<file path="src/dgeis_pkg.sv">
// constants shared by the dma global enable and interrupt status block
`default_nettype none

package dgeis_pkg;

  // ==========================================================
  // sizes
  localparam int unsigned NUM_CHANNELS = 32;
  localparam int unsigned MODE_W       = 3;
  localparam int unsigned ERR_W        = 32;

  // ==========================================================
  // encodings and reset values
  localparam logic [MODE_W-1:0] TRANSFER_MODE_STOPPED = 3'h0;
  localparam logic [ERR_W-1:0]  ERR_PENDING_VALUE     = 32'h00000001;
  localparam logic [ERR_W-1:0]  ERR_RST               = 32'h00000000;
  localparam logic [NUM_CHANNELS-1:0] INT_RST         = 32'h00000000;

  // ==========================================================
  // controller-wide state
  typedef enum logic {
    DGEIS_OFF,
    DGEIS_ON
  } dgeis_state_t;

endpackage

`default_nettype wire

</file>
<file path="src/dgeis_irq_if.sv">
// carrier between the top and the channel interrupt status module
`timescale 1ns/10ps
`default_nettype none

interface dgeis_irq_if #(
  parameter int unsigned N = dgeis_pkg::NUM_CHANNELS
);
  logic [N-1:0] done_evt;  // gated completion events, one cycle
  logic         clr_we;    // clear mask write strobe
  logic [N-1:0] clr_mask;  // channels to clear
  logic [N-1:0] status;    // sticky interrupt status

  modport ctrl (output done_evt, output clr_we, output clr_mask,
                input status);
  modport irq  (input done_evt, input clr_we, input clr_mask,
                output status);
endinterface

`default_nettype wire

</file>
<file path="src/dgeis_top.sv">
// dma global enable, bus error status and channel interrupt status
// What this block does
// - nothing is configured or transferred until the global enable is set.
// - once enable is cleared, stay idle and ignore requests until set again.
// - error status reads non-zero while a bus error pends, else zero.
// - error clear removes pending error and drops the error interrupt.
// - a 32-bit channel interrupt status word is readable at any time.
// - status bit 1 means channel requests interrupt; many may be set.
// - clear mask write clears masked channels, others keep their status.
// - at transfer end write the stopped encoding into the mode field.
`timescale 1ns/10ps
`default_nettype none

module dgeis_top #(
  parameter int unsigned N = dgeis_pkg::NUM_CHANNELS
) (
  // clock and reset
  input  wire logic                          SYS_CLK,
  input  wire logic                          RESET,
  // global enable control
  input  wire logic                          ENABLE_SET,
  input  wire logic                          ENABLE_CLEAR,
  output logic                               CTRL_ENABLED,
  // channel configuration attempts
  input  wire logic                          CFG_WRITE_REQ,
  output logic                               CFG_WRITE_ACCEPT,
  // channel requests
  input  wire logic [N-1:0]                  CHAN_REQ,
  output logic [N-1:0]                       CHAN_REQ_GATED,
  // bus error status
  input  wire logic                          BUS_ERROR,
  input  wire logic                          ERROR_CLEAR,
  output logic [dgeis_pkg::ERR_W-1:0]        ERROR_STATUS,
  output logic                               ERROR_IRQ,
  // channel completion and interrupt status
  input  wire logic [N-1:0]                  CHAN_DONE,
  input  wire logic                          CLEAR_MASK_WR,
  input  wire logic [N-1:0]                  CHANNEL_CLEAR_MASK,
  output logic [N-1:0]                       INT_STATUS,
  // transfer mode write-back
  output logic [N-1:0]                       MODE_STOP_STROBE,
  output logic [dgeis_pkg::MODE_W-1:0]       TRANSFER_MODE_STOPPED
);

  dgeis_pkg::dgeis_state_t state_q;
  logic                    en_q;
  logic                    accept_q;
  logic [N-1:0]            req_q;
  logic [dgeis_pkg::ERR_W-1:0] err_q;
  logic                    err_irq_q;
  logic [N-1:0]            stop_q;
  logic [dgeis_pkg::MODE_W-1:0] mode_q;
  logic [N-1:0]            done_en;

  dgeis_irq_if #(.N(N)) irq_bus ();

  // ==========================================================
  // global enable state, clear wins over a simultaneous set
  always_ff @(posedge SYS_CLK) begin
    if (RESET) begin
      state_q <= dgeis_pkg::DGEIS_OFF;
    end else begin
      case (state_q)
        dgeis_pkg::DGEIS_OFF: begin
          if (ENABLE_SET && !ENABLE_CLEAR) begin
            state_q <= dgeis_pkg::DGEIS_ON;
          end
        end
        dgeis_pkg::DGEIS_ON: begin
          if (ENABLE_CLEAR) begin
            state_q <= dgeis_pkg::DGEIS_OFF;
          end
        end
        default: begin
          state_q <= dgeis_pkg::DGEIS_OFF;
        end
      endcase
    end
  end

  // enable flag as a plain register for the output and gating
  always_ff @(posedge SYS_CLK) begin
    if (RESET) begin
      en_q <= 1'b0;
    end else begin
      en_q <= (state_q == dgeis_pkg::DGEIS_OFF) ?
              (ENABLE_SET && !ENABLE_CLEAR) : !ENABLE_CLEAR;
    end
  end

  // ==========================================================
  // configuration and request gating by the enable
  always_ff @(posedge SYS_CLK) begin
    if (RESET) begin
      accept_q <= 1'b0;
      req_q    <= '0;
    end else begin
      accept_q <= CFG_WRITE_REQ && en_q;
      req_q    <= en_q ? CHAN_REQ : '0;
    end
  end

  // ==========================================================
  // bus error pending, a new error wins over a clear
  always_ff @(posedge SYS_CLK) begin
    if (RESET) begin
      err_q     <= dgeis_pkg::ERR_RST;
      err_irq_q <= 1'b0;
    end else if (BUS_ERROR) begin
      err_q     <= dgeis_pkg::ERR_PENDING_VALUE;
      err_irq_q <= 1'b1;
    end else if (ERROR_CLEAR) begin
      err_q     <= dgeis_pkg::ERR_RST;
      err_irq_q <= 1'b0;
    end
  end

  // ==========================================================
  // completion events only count while enabled
  assign done_en          = en_q ? CHAN_DONE : '0;
  assign irq_bus.done_evt = done_en;
  assign irq_bus.clr_we   = CLEAR_MASK_WR;
  assign irq_bus.clr_mask = CHANNEL_CLEAR_MASK;

  // sticky per-channel status
  dgeis_chan_irq #(.N(N)) u_chan_irq (
    .clk (SYS_CLK),
    .rst (RESET),
    .bus (irq_bus.irq)
  );

  // ==========================================================
  // mode write-back strobes at transfer end
  always_ff @(posedge SYS_CLK) begin
    if (RESET) begin
      stop_q <= '0;
      mode_q <= dgeis_pkg::TRANSFER_MODE_STOPPED;
    end else begin
      stop_q <= done_en;
      mode_q <= dgeis_pkg::TRANSFER_MODE_STOPPED;
    end
  end

  // outputs
  assign CTRL_ENABLED          = en_q;
  assign CFG_WRITE_ACCEPT      = accept_q;
  assign CHAN_REQ_GATED        = req_q;
  assign ERROR_STATUS          = err_q;
  assign ERROR_IRQ             = err_irq_q;
  assign INT_STATUS            = irq_bus.status;
  assign MODE_STOP_STROBE      = stop_q;
  assign TRANSFER_MODE_STOPPED = mode_q;
endmodule

`default_nettype wire

</file>
<file path="src/dgeis_chan_irq.sv">
// per-channel sticky interrupt status with selective clear
`timescale 1ns/10ps
`default_nettype none

module dgeis_chan_irq #(
  parameter int unsigned N = dgeis_pkg::NUM_CHANNELS
) (
  // clock and reset
  input  wire logic clk,
  input  wire logic rst,
  // status carrier
  dgeis_irq_if.irq  bus
);

  logic [N-1:0] status_q;
  logic [N-1:0] status_d;

  // ==========================================================
  // next status: clear masked bits, completion sets win over clear
  always_comb begin
    status_d = status_q;
    if (bus.clr_we) begin
      status_d = status_q & ~bus.clr_mask;
    end
    status_d = status_d | bus.done_evt;
  end

  // status register
  always_ff @(posedge clk) begin
    if (rst) begin
      status_q <= dgeis_pkg::INT_RST[N-1:0];
    end else begin
      status_q <= status_d;
    end
  end

  assign bus.status = status_q;

endmodule

`default_nettype wire

</file>
<file path="config.mk">
export PLATFORM = sky130hd
export DESIGN_NAME = dgeis_top
export DESIGN_NICKNAME = d
export VERILOG_FILES = /design/src/dgeis_pkg.sv /design/src/dgeis_irq_if.sv /design/src/dgeis_top.sv /design/src/dgeis_chan_irq.sv
export SDC_FILE = /design/constraint.sdc
export NUM_CORES = 1
export LEC_CHECK = 0
export BUFFER_PORTS_ARGS = -buffer_cell sky130_fd_sc_hd__buf_2
export CORE_MARGIN = 4
export CORE_UTILIZATION = 36
export DETAILED_ROUTE_END_ITERATION = 16
export HOLD_SLACK_MARGIN = 0.12
export PLACE_DENSITY = 0.75
export SYNTH_ARGS = -nofsm -noshare
export SYNTH_HDL_FRONTEND = slang
export SYNTH_SLANG_ARGS = --single-unit
</file>
<file path="constraint.sdc">
create_clock -name SYS_CLK -period 1.04 [get_ports SYS_CLK]
set_clock_uncertainty 0.15 [all_clocks]
set_input_delay 0.156 -clock SYS_CLK [delete_from_list [all_inputs] [get_ports SYS_CLK]]
set_output_delay 0.156 -clock SYS_CLK [all_outputs]
set_load 0.01 [all_outputs]
</file>
# Word level (Yosys, flattened, before mapping)

Cells that the tools add are included.

Bits in registers: 101
Latch bits: 0
Bits in writable memories: 0
Memory bits (read-only): 0
Input bits: 104
Output and inout port bits: 134
Logic and storage cells: 28
Memories: 0

$add $sub $neg: 0
Multiply operators: 0
Divide/modulo/power cells: 0
Magnitude comparators: 0
Equality and inequality tests: 0
Shifts and indexed selects: 0
Muxes and demuxes: 10
Bitwise logic cells: 5
Reductions and logical operators: 5

Operators by type and width:

| operator                           | count |
|---|---|
| 32-bit 2-to-1 mux                  | 2 |
| 32-bit bitwise AND                 | 1 |
| 32-bit inverter                    | 1 |
| 32-bit OR                          | 1 |
| 1-bit 2-to-1 mux                   | 7 |
| 1-bit logical AND                  | 2 |
| 1-bit inverter                     | 2 |
| 1-bit case mux with 2 select lines | 1 |
| 2-bit nonzero test                 | 1 |
| 2-bit OR reduction                 | 1 |
| 1-bit zero test                    | 1 |

# Longest topological paths before layout

Gate-level depths: netlist of the first run.

Depth after elaboration: 4
Mapped depth: 4
Depth with buffers taken out: 2

# Hierarchy

From an unflattened synthesis of the first run, not the netlist that was laid out.

Cells, all modules: 349
Area total of the unflattened synthesis: 3534.6 um2

By module, submodules not included:

| module         | times used | cells an instance | area an instance (um2) | sequential area each (um2) |
|---|---|---|---|---|
| dgeis_top      | 1          | 215               | 2324.7                 | 1341.3 |
| dgeis_chan_irq | 1          | 134               | 1209.9                 | 640.6 |

# Worst setup path before layout of the first run

OpenSTA, ideal clock, no wires.

Kind: register to register
Start: register state_q (netlist name)
End: register accept_q, in the netlist CFG_WRITE_ACCEPT
Setup time: 115 ps
Data arrival time: 902 ps
Required time: 775 ps
Slack: -127 ps
Cell stages (with the launch flop): 5
Path buffers: 2
Period minus slack after synthesis: 1167 ps
Path through: dfxtp_1 -> buf_2 -> and2b_4 -> buf_6 -> and2_1

RTL lines:

| what                 | line            | RTL |
|---|---|---|
| to (signal assigned) | dgeis_top.sv:98 | `accept_q <= CFG_WRITE_REQ && en_q;` |
| to (decl)            | dgeis_top.sv:47 | `logic accept_q;` |

==> results of run 1 <==
[metal layers]
layer | up-vias | wire, um | global-route usage, %
met3 | 35 | 1250 | 8.32
met2 | 221 | 7030 | 40.3
met5 | - | 0 | 0
met4 | 0 | 448 | 8.74
li1 | 1576 | - | -
met1 | 1569 | 4430 | 22.1
[where the power goes]
part	switching (mW)	total [mW]	internal, mW
combinational	0.465	1.14	0.673
sequential	0.0573	3.95	3.90
clock	1.45	2.37	0.917
[cell usage after synthesis]
master / instances / share of area (%)
sky130_fd_sc_hd__and2b_4: 1 / 0.30
sky130_fd_sc_hd__buf_6: 3 / 1.0
sky130_fd_sc_hd__nor3_1: 1 / 0.15
sky130_fd_sc_hd__nor2_1: 32 / 3.6
sky130_fd_sc_hd__buf_4: 36 / 8.2
sky130_fd_sc_hd__and2_1: 34 / 6.4
sky130_fd_sc_hd__nor2b_1: 1 / 0.19
sky130_fd_sc_hd__buf_2: 11 / 1.7
sky130_fd_sc_hd__a21bo_2: 31 / 9.4
sky130_fd_sc_hd__inv_1: 1 / 0.11
sky130_fd_sc_hd__clkbuf_1: 2 / 0.23
sky130_fd_sc_hd__a32o_1: 1 / 0.30
sky130_fd_sc_hd__o21a_1: 1 / 0.23
sky130_fd_sc_hd__dfxtp_1: 99 / 60
sky130_fd_sc_hd__nand2_1: 32 / 3.6
sky130_fd_sc_hd__a21oi_1: 31 / 4.7
sky130_fd_sc_hd__conb_1: 1 / 0.11
[flip-flops by register name, indices dropped and copies added, names as in the netlist]
name,flops
CFG_WRITE_ACCEPT,1
CHAN_REQ_GATED,32
ERROR_IRQ,1
MODE_STOP_STROBE,32
state_q,1
u_chan_irq.bus.status,32
[path summary, 6_finish.rpt]
| kind | to | slack (ps) |
|---|---|---|
| setup / recovery | CTRL_ENABLED | -240 |
| hold / removal | MODE_STOP_STROBE[16] | 110 |
| setup reg to reg | state_q | -200 |
| hold reg to reg | u_chan_irq.bus.status[30] | 400 |
[stage by stage]
step	power, mW	hold slack, ps	setup slack [ps]	util [%]
detailed placement	4.66	209	-116	48.9
CTS	7.37	81.7	-231	66.4
global placement	4.65	210	-103	48.9
global route	7.75	110	-273	70.3
finish	7.46	110	-239	70.3
floorplan	4.40	75.4	-79.8	-
[layout make-up]
class | instances | area [um2] | area share (%)
clock inverter | 7 | 61.3 | 0.986
tap | 108 | 135 | 2.17
antenna | 1 | 2.50 | 0.0402
multi-input combinational | 205 | 1170 | 18.8
clock buffer | 9 | 124 | 1.99
inverter | 1 | 3.75 | 0.0603
sequential | 99 | 2080 | 33.4
timing repair buffer | 313 | 2650 | 42.5
[worst reg2reg max path, cell delays in order, from the launching register on]
cell and delay (ps):
sky130_fd_sc_hd__dfxtp_4 380, sky130_fd_sc_hd__buf_4 170, sky130_fd_sc_hd__buf_12 170, sky130_fd_sc_hd__nor2_1 80, sky130_fd_sc_hd__nor3_2 200
[logic make-up (layout without fill, tap and decap cells)]
| family | count (synthesis) | count (layout) |
|---|---|---|
| buffers and inverters | 53 | 330 |
| flip-flops | 99 | 99 |
| AO/OA/AOI/OAI | 64 | 64 |
| AND/OR/NAND/NOR | 101 | 107 |
| other | 1 | 35 |
[timing repair]
action / CTS / global route
buffers inserted: 2 / 1
pin swaps: 0 / 0
resized for setup: 85 / 86
cloned: 3 / 3
setup endpoints to repair: 137 / 198
hold endpoints to repair: 99 / 2
==> impl.org, run 1 <==
** Detailed routing
- Average vias per placed instance :: 4.58
- Aggregate routed wire length :: 13,200 um
- The detail route stage leaves a number of antenna-violating nets equal to 0.
- The first detailed-routing pass ran for 4 iterations.
- The detailed router finished its first iteration with 105 violations.
- Drc violations :: 0
- Via Count :: 3,401
- After detailed routing, the average wire length per cell comes to 17.7 um.

** Worst hold path
- The worst hold path passes through 3 cells.
- Hold Crit Start :: RESET
- Kind of path behind the tightest hold check :: in -> reg

** CTS
- Clock root buffer :: sky130_fd_sc_hd__clkbuf_8
- CTS hold repair buffers :: 101
- The clock passes through at most 2 buffers.
- Clock-pin slew was measured on the worst setup and hold paths at 120 ps.
- The H-tree was split into 3 levels.
- At the later pin of the worst-skew pair, clock insertion delay measures 370 ps.
- Sinks on the clock net :: 99
- TritonCTS built the clock tree.
- Total CTS buffers :: 9

** Place
- In this run the cell area measured after placement is 4330 um2.
- IO buf count :: 203
- Once placement completed, the tool counted placed cells totaling 616.
- GPL Wtd Cong :: 0.722
- The HPWL after detailed placement is 6710 um.

** Timing
- The number of slew-limit violations in the final report was 0.
- TNS Setup :: -17,630 ps
- Across all setup checks in the final design, the least slack found is -239 ps.
- Final number of setup-violating endpoints :: 198
- For this run, the top clock speed supported by timing is 782 MHz.
- Tmin final :: 1280 ps
- Setup repair after global routing missed its margin :: true
- Final worst path period share :: 123%
- The final hold violation count came to 0.

** Floorplanning
- 238 I/O pins were placed.
- Number of core rows :: 34
- The floorplan step set the die width to 104 um.
- Vertical die dimension :: 104 um
- In this run the standard cell core region covers 8850 um2.
- Initial core utilization :: 37.4%
- The floorplan step defined a die boundary enclosing 10,800 um2.

** Final layout
- Layout overhead on the synthesized area :: 87.7%
- Number of filler instances in the final layout :: 565
- Final design instance area without fill :: 6220 um2
- Number of nets in the final layout :: 733
- Share of post-route cells with drive strength above 1 :: 54.9%
- Non-filler instance count after layout :: 743
- Most common cell after layout, fill and taps aside :: sky130_fd_sc_hd__buf_2
- The library cells used most frequently in the layout, excluding fill and tap cells, are 126 x sky130_fd_sc_hd__buf_2, 101 x sky130_fd_sc_hd__dlygate4sd3_1, 77 x sky130_fd_sc_hd__buf_6, 75 x sky130_fd_sc_hd__dfxtp_2, 34 x sky130_fd_sc_hd__conb_1.

** Logic synthesis
- Proportion of synthesized area in mux cells :: 0%
- Average instance area after synthesis :: 10.4 um2
- Summing the areas of all xor and xnor instances in the mapped netlist gives 0% of the synthesized area.
- Summing the areas of all compound-gate instances in the mapped netlist gives 14.6% of the synthesized area.
- Simple-gate area share of the yosys netlist :: 14.3%
- Adder and majority cell fraction of the synthesized area :: 0%
- Count of yosys warnings during synthesis :: 0
- Counting flops and latches in the post-synthesis netlist gives 99.
- Gate count after technology mapping :: 318
- Post-Synthesis Cell Area :: 3310 um2
- Proportion of synthesized chip area in sequential cells :: 59.8%
- Dominant combinational cell family by area after synthesis :: compound AO/OA/AOI/OAI gates
- The netlist uses 17 different library cells.

** Setup path
- Cell Chain, Critical Path :: buf_8 > buf_6
- Crit path arrival time :: 970 ps
- The critical path crosses 2 cells after its start point.
- The number of cells on the worst reg-to-reg path is 4.
- The kind of cell with the highest combined delay along the critical path is flip-flops.
- Largest fanout on the critical path :: 2
- Worst path required time :: 730 ps
- Slowest CP cell :: sky130_fd_sc_hd__dfxtp_4
- The worst register-to-register path begins at state_q.
- The worst setup path is captured at a primary output.
- CP max stage delay :: 370 ps
- Together, buffers and inverters on the worst path number 2.
- Startpoint of the worst setup timing path :: state_q
- Startpoint type of the worst setup path :: flip-flop
- Worst Setup Path Type :: reg -> out

** Job
- The tool flagged a number of max-cap violations equal to 0.

** Global route
- Initial antenna violation count :: 1
- Wire length of the first global-routing pass :: 19,000 um
- Across every metal layer, demand over resource in global routing totals 21.8%.
- Total gr overflow :: 0
- Entering global routing, the biggest net connects 40 pins.
- Vias in the first global route :: 3,643

** Status
- Failing checks :: negative setup slack
- Result of the run :: finished with violations

** Pwr
- For this design the static power due to leakage is 2.94 nW.
- The worst-case IR drop observed on VDD is 702 uV.
- Power spread over the standard cell area amounts to 1200 nW/um2.
Note: power is estimated with default switching activity, not from simulation.
==> inputs of run 2 (changes only) <==
--- a/config.mk
+++ b/config.mk
@@ -7,10 +7,12 @@
 export LEC_CHECK = 0
 export BUFFER_PORTS_ARGS = -buffer_cell sky130_fd_sc_hd__buf_2
 export CORE_MARGIN = 4
-export CORE_UTILIZATION = 36
+export CORE_UTILIZATION = 37
 export DETAILED_ROUTE_END_ITERATION = 16
 export HOLD_SLACK_MARGIN = 0.12
 export PLACE_DENSITY = 0.75
 export SYNTH_ARGS = -nofsm -noshare
 export SYNTH_HDL_FRONTEND = slang
+export SYNTH_HIERARCHICAL = 1
 export SYNTH_SLANG_ARGS = --single-unit
+export TNS_END_PERCENT = 5
==> constraint.sdc (replaced) <==
create_clock -name SYS_CLK -period 1.04 [get_ports SYS_CLK]
set_clock_uncertainty 0.15 [all_clocks]
set_input_delay 0.052 -clock SYS_CLK [delete_from_list [all_inputs] [get_ports SYS_CLK]]
set_output_delay 0.052 -clock SYS_CLK [all_outputs]
set_load 0.01 [all_outputs]
==> impl.org, run 2 <==
** Final layout
- In the layout the commonest cells are 131 x sky130_fd_sc_hd__buf_2, 101 x sky130_fd_sc_hd__dlygate4sd3_1, 71 x sky130_fd_sc_hd__buf_6, 69 x sky130_fd_sc_hd__dfxtp_2, 37 x sky130_fd_sc_hd__and2_4.
- Excluding fillers, the count of instances in the completed layout stands at 790.
- Layout overhead on the synthesized area :: 85.0%
- Number of nets in the final layout :: 760
- Leaving out fill and tap cells, the most frequent cell in the layout is sky130_fd_sc_hd__buf_2.
- After filler insertion, the fill cell instance count of the layout stands at 593.
- Once layout is done, the placed cells without fillers occupy 6540 um2.
- The repair_antennas step left the layout with diodes totalling 0.
- Share of post-route cells with drive strength above 1 :: 54.3%

** Logic synthesis
- Synthesis handed over a netlist of 349 instances.
- Post-synthesis sequential element count :: 99
- Proportion of synthesized chip area in sequential cells :: 56.1%
- Count leader, synth :: sky130_fd_sc_hd__dfxtp_1
- The number of different library cells used by synthesis comes to 16.
- Each instance of the synthesized netlist takes up on average 10.1 um2.
- Cell types with the highest counts after synthesis :: 99 x sky130_fd_sc_hd__dfxtp_1, 68 x sky130_fd_sc_hd__and2_1, 35 x sky130_fd_sc_hd__buf_4
- The synthesized netlist occupies a cell area of 3530 um2.
- Cell type with the highest aggregate area in the netlist :: sky130_fd_sc_hd__dfxtp_1
- Area fraction of the dominant cell type after synthesis :: 56.1%
- For this run, the number of Yosys warnings is 6.
- EDFF count, synth :: 0
- Top_reg_cell synth :: sky130_fd_sc_hd__dfxtp_1
- Asr flop ratio synth :: 0%
- By area the synthesized netlist is led by sky130_fd_sc_hd__dfxtp_1 56%, sky130_fd_sc_hd__and2_1 12%, sky130_fd_sc_hd__a311oi_1 7.9%, sky130_fd_sc_hd__buf_4 7.4%, sky130_fd_sc_hd__nor2b_1 3.5%.

** Status
- The checks that failed: negative setup slack.
- The flow ran to the end, but the final reports show violations.

** CTS
- Clock tree synthesis found a total of 99 sinks.
- CTS hold repair buffers :: 101
- The H-tree was split into 3 levels.
- TritonCTS built the clock tree.
- Clock slew at the register clock pins of the worst setup and hold paths :: 100 ps
- The number of clock buffers added by TritonCTS is 9.
- Later-pin clock latency in the skew report :: 340 ps
- Longest Clk Path Bufs :: 2
- Clock root buffer :: sky130_fd_sc_hd__clkbuf_8

** Timing
- Headroom to the max-slew limit came out at 43.7%.
- Setup repair after global routing could not meet its margin everywhere.
- Dividing the final minimum period by the clock period gives 126%.
- At the pin with the least slew margin, the transition time is 845 ps.
- Setup violations remaining at the end of the flow were counted as 93.
- Peak clock frequency supported by timing :: 760 MHz
- Number of max-slew violations in the final report :: 0
- Final WS setup :: -275 ps
- Setup total negative slack on the finished layout was measured at -10,710 ps.
- Tmin final :: 1320 ps
- The final hold violation count is 0.

** Place
- Placed instance count :: 670
- Routability-driven placement finished with a final weighted congestion of 0.741.
- IO buf count :: 203
- Post-detailed-placement cell area :: 4610 um2
- After legalization and detailed placement, the total HPWL measured 7100 um.
- Before CTS, the worst setup slack after placement is -281 ps.

** Global route
- Total gr overflow :: 0
- Entering global routing, the biggest net connects 33 pins.
- GRT Total Usage :: 20.8%
- The first global-routing pass estimated 18,200 um of wire.
- Initial antenna violation count :: 0
- The via count of the first global-routing pass came to 3,588.

** Setup path
- Startpoint type of the worst setup path :: flip-flop
- STA classifies the critical path endpoint as a flip-flop.
- Largest fanout on the critical path :: 19
- Worst Setup Path Type :: reg -> reg
- Startpoint of the lowest-slack register-to-register path :: state_q
- At the worst endpoint, the required time is 1140 ps.
- Crit path arrival time :: 1420 ps
- The critical path starts at state_q.

** Detailed routing
- Aggregate routed wire length :: 13,300 um
- Average vias per placed instance :: 4.44
- Dividing the detail-routed wire length by the instance count gives 16.8 um.
- Pre-Repair DR Iteration Count :: 4
- The final route contains 3,507 vias.
- DR iter-0 viols :: 123
- After detailed routing, the number of remaining DRC violations is 0.
- Once detail routing completed, the nets flagged for antenna violations numbered 0.

** Worst hold path
- The worst hold path belongs to the class in -> reg.
- Hold Crit Start :: RESET

** Floorplanning
- Pin placement for this block handled 238 I/O pins.
- In this run the vertical extent of the chip is 106 um.
- The floorplan has 35 rows.
- The floorplan step defined a die boundary enclosing 11,200 um2.
- Die outline width :: 106 um
- Initial core utilization :: 38.1%
- The floorplan step defined a core boundary enclosing 9280 um2.

** Pwr
- The analysis attributes to cell leakage a power of 3.00 nW.
- Power density relative to cell area :: 1180 nW/um2
- IR analysis of the VDD net gives a maximum drop of 903 uV.

** Job
- Number of max-cap violations :: 0
==> run 2: changes by cell type in the layout (fill, tap and decap cells not counted), moves of 6 or more <==
| cell | before | now |
|---|---|---|
| sky130_fd_sc_hd__dfxtp_2 | 75 | 69 |
| sky130_fd_sc_hd__dfxtp_1 | 23 | 29 |
| sky130_fd_sc_hd__a21bo_2 | 31 | 0 |
| sky130_fd_sc_hd__and2b_1 | 2 | 9 |
| sky130_fd_sc_hd__a311oi_1 | 0 | 17 |
| sky130_fd_sc_hd__a21oi_1 | 26 | 1 |
| sky130_fd_sc_hd__a311oi_2 | 0 | 15 |
| sky130_fd_sc_hd__and2_4 | 2 | 37 |
| sky130_fd_sc_hd__nor2b_1 | 1 | 17 |
| sky130_fd_sc_hd__buf_6 | 77 | 71 |
| sky130_fd_sc_hd__nand2_1 | 32 | 0 |
| sky130_fd_sc_hd__inv_1 | 1 | 28 |
==> run 2: repair_timing <==
action | CTS | global route
setup endpoints to repair | 135 | 185
gates resized for setup | 79 | 100
cloned | 1 | 0
endpoints found under the hold margin | 99 | 33
pin swaps | 19 | 5
setup buffers | 2 | 0
==> run 2: cells by family after synthesis <==
kind of cell           Yosys count  share of synthesized area [%]
DFF                             99                           56.1
other                            1                          0.106
buffers and inverters           83                           14.1
and+or+nand+nor                133                           21.7
AOI/OAI and AO/OA               33                           8.07
==> run 2: power by group <==
part | internal [mW] | switching (mW) | leakage [nW]
sequential | 3.89 | 0.0581 | 0.836
combinational | 0.683 | 0.498 | 2.06
clock | 1.16 | 1.41 | 0.104
==> run 2: final cells by class <==
type	instances	area, um2	share of cell area (%)
Multi-Input combinational cell	201	1410	21.5
Clock buffer	10	128	1.95
Clock inverter	6	76.3	1.17
Sequential cell	99	2070	31.7
Timing Repair Buffer	312	2570	39.3
Tap cell	129	161	2.47
Inverter	33	124	1.89
==> run 2: worst paths after layout <==
path	end	slack, ps	cells past startpoint
max	u_chan_irq/bus.status[31]	-280	4
min	CHAN_REQ_GATED[16]	50	3
max reg2reg	u_chan_irq/bus.status[31]	-280	4
min reg2reg	u_chan_irq/bus.status[24]	350	2
==> run 2: worst max-delay path: stages, from the launching register on <==
cell and delay (ps):
sky130_fd_sc_hd__dfxtp_4 400, sky130_fd_sc_hd__buf_12 160, sky130_fd_sc_hd__and2_4 160, sky130_fd_sc_hd__inv_1 60, sky130_fd_sc_hd__a311oi_2 290
==> run 2: per-stage QoR <==
step | hold slack (ps) | power [mW] | utilization, %
6_report | 51.1 | 7.70 | 70.4
5_1_grt | 36.9 | 8.06 | 70.4
4_1_cts | 38.9 | 7.64 | 65.9
3_5_place_dp | 91.6 | 4.69 | 49.6
3_3_place_gp | 93.5 | 4.68 | 49.6
2_1_floorplan | -30.9 | 4.45 | -
==> run 2: routing by layer <==
| metal | track usage [%] | up-vias | part of all wire [%] |
|---|---|---|---|
| met2 | 39.7 | 198 | 54 |
| met5 | 0 | - | 0 |
| li1 | - | 1655 | - |
| met4 | 7.96 | 0 | 3.9 |
| met3 | 6.43 | 40 | 7.9 |
| met1 | 20.9 | 1614 | 34 |
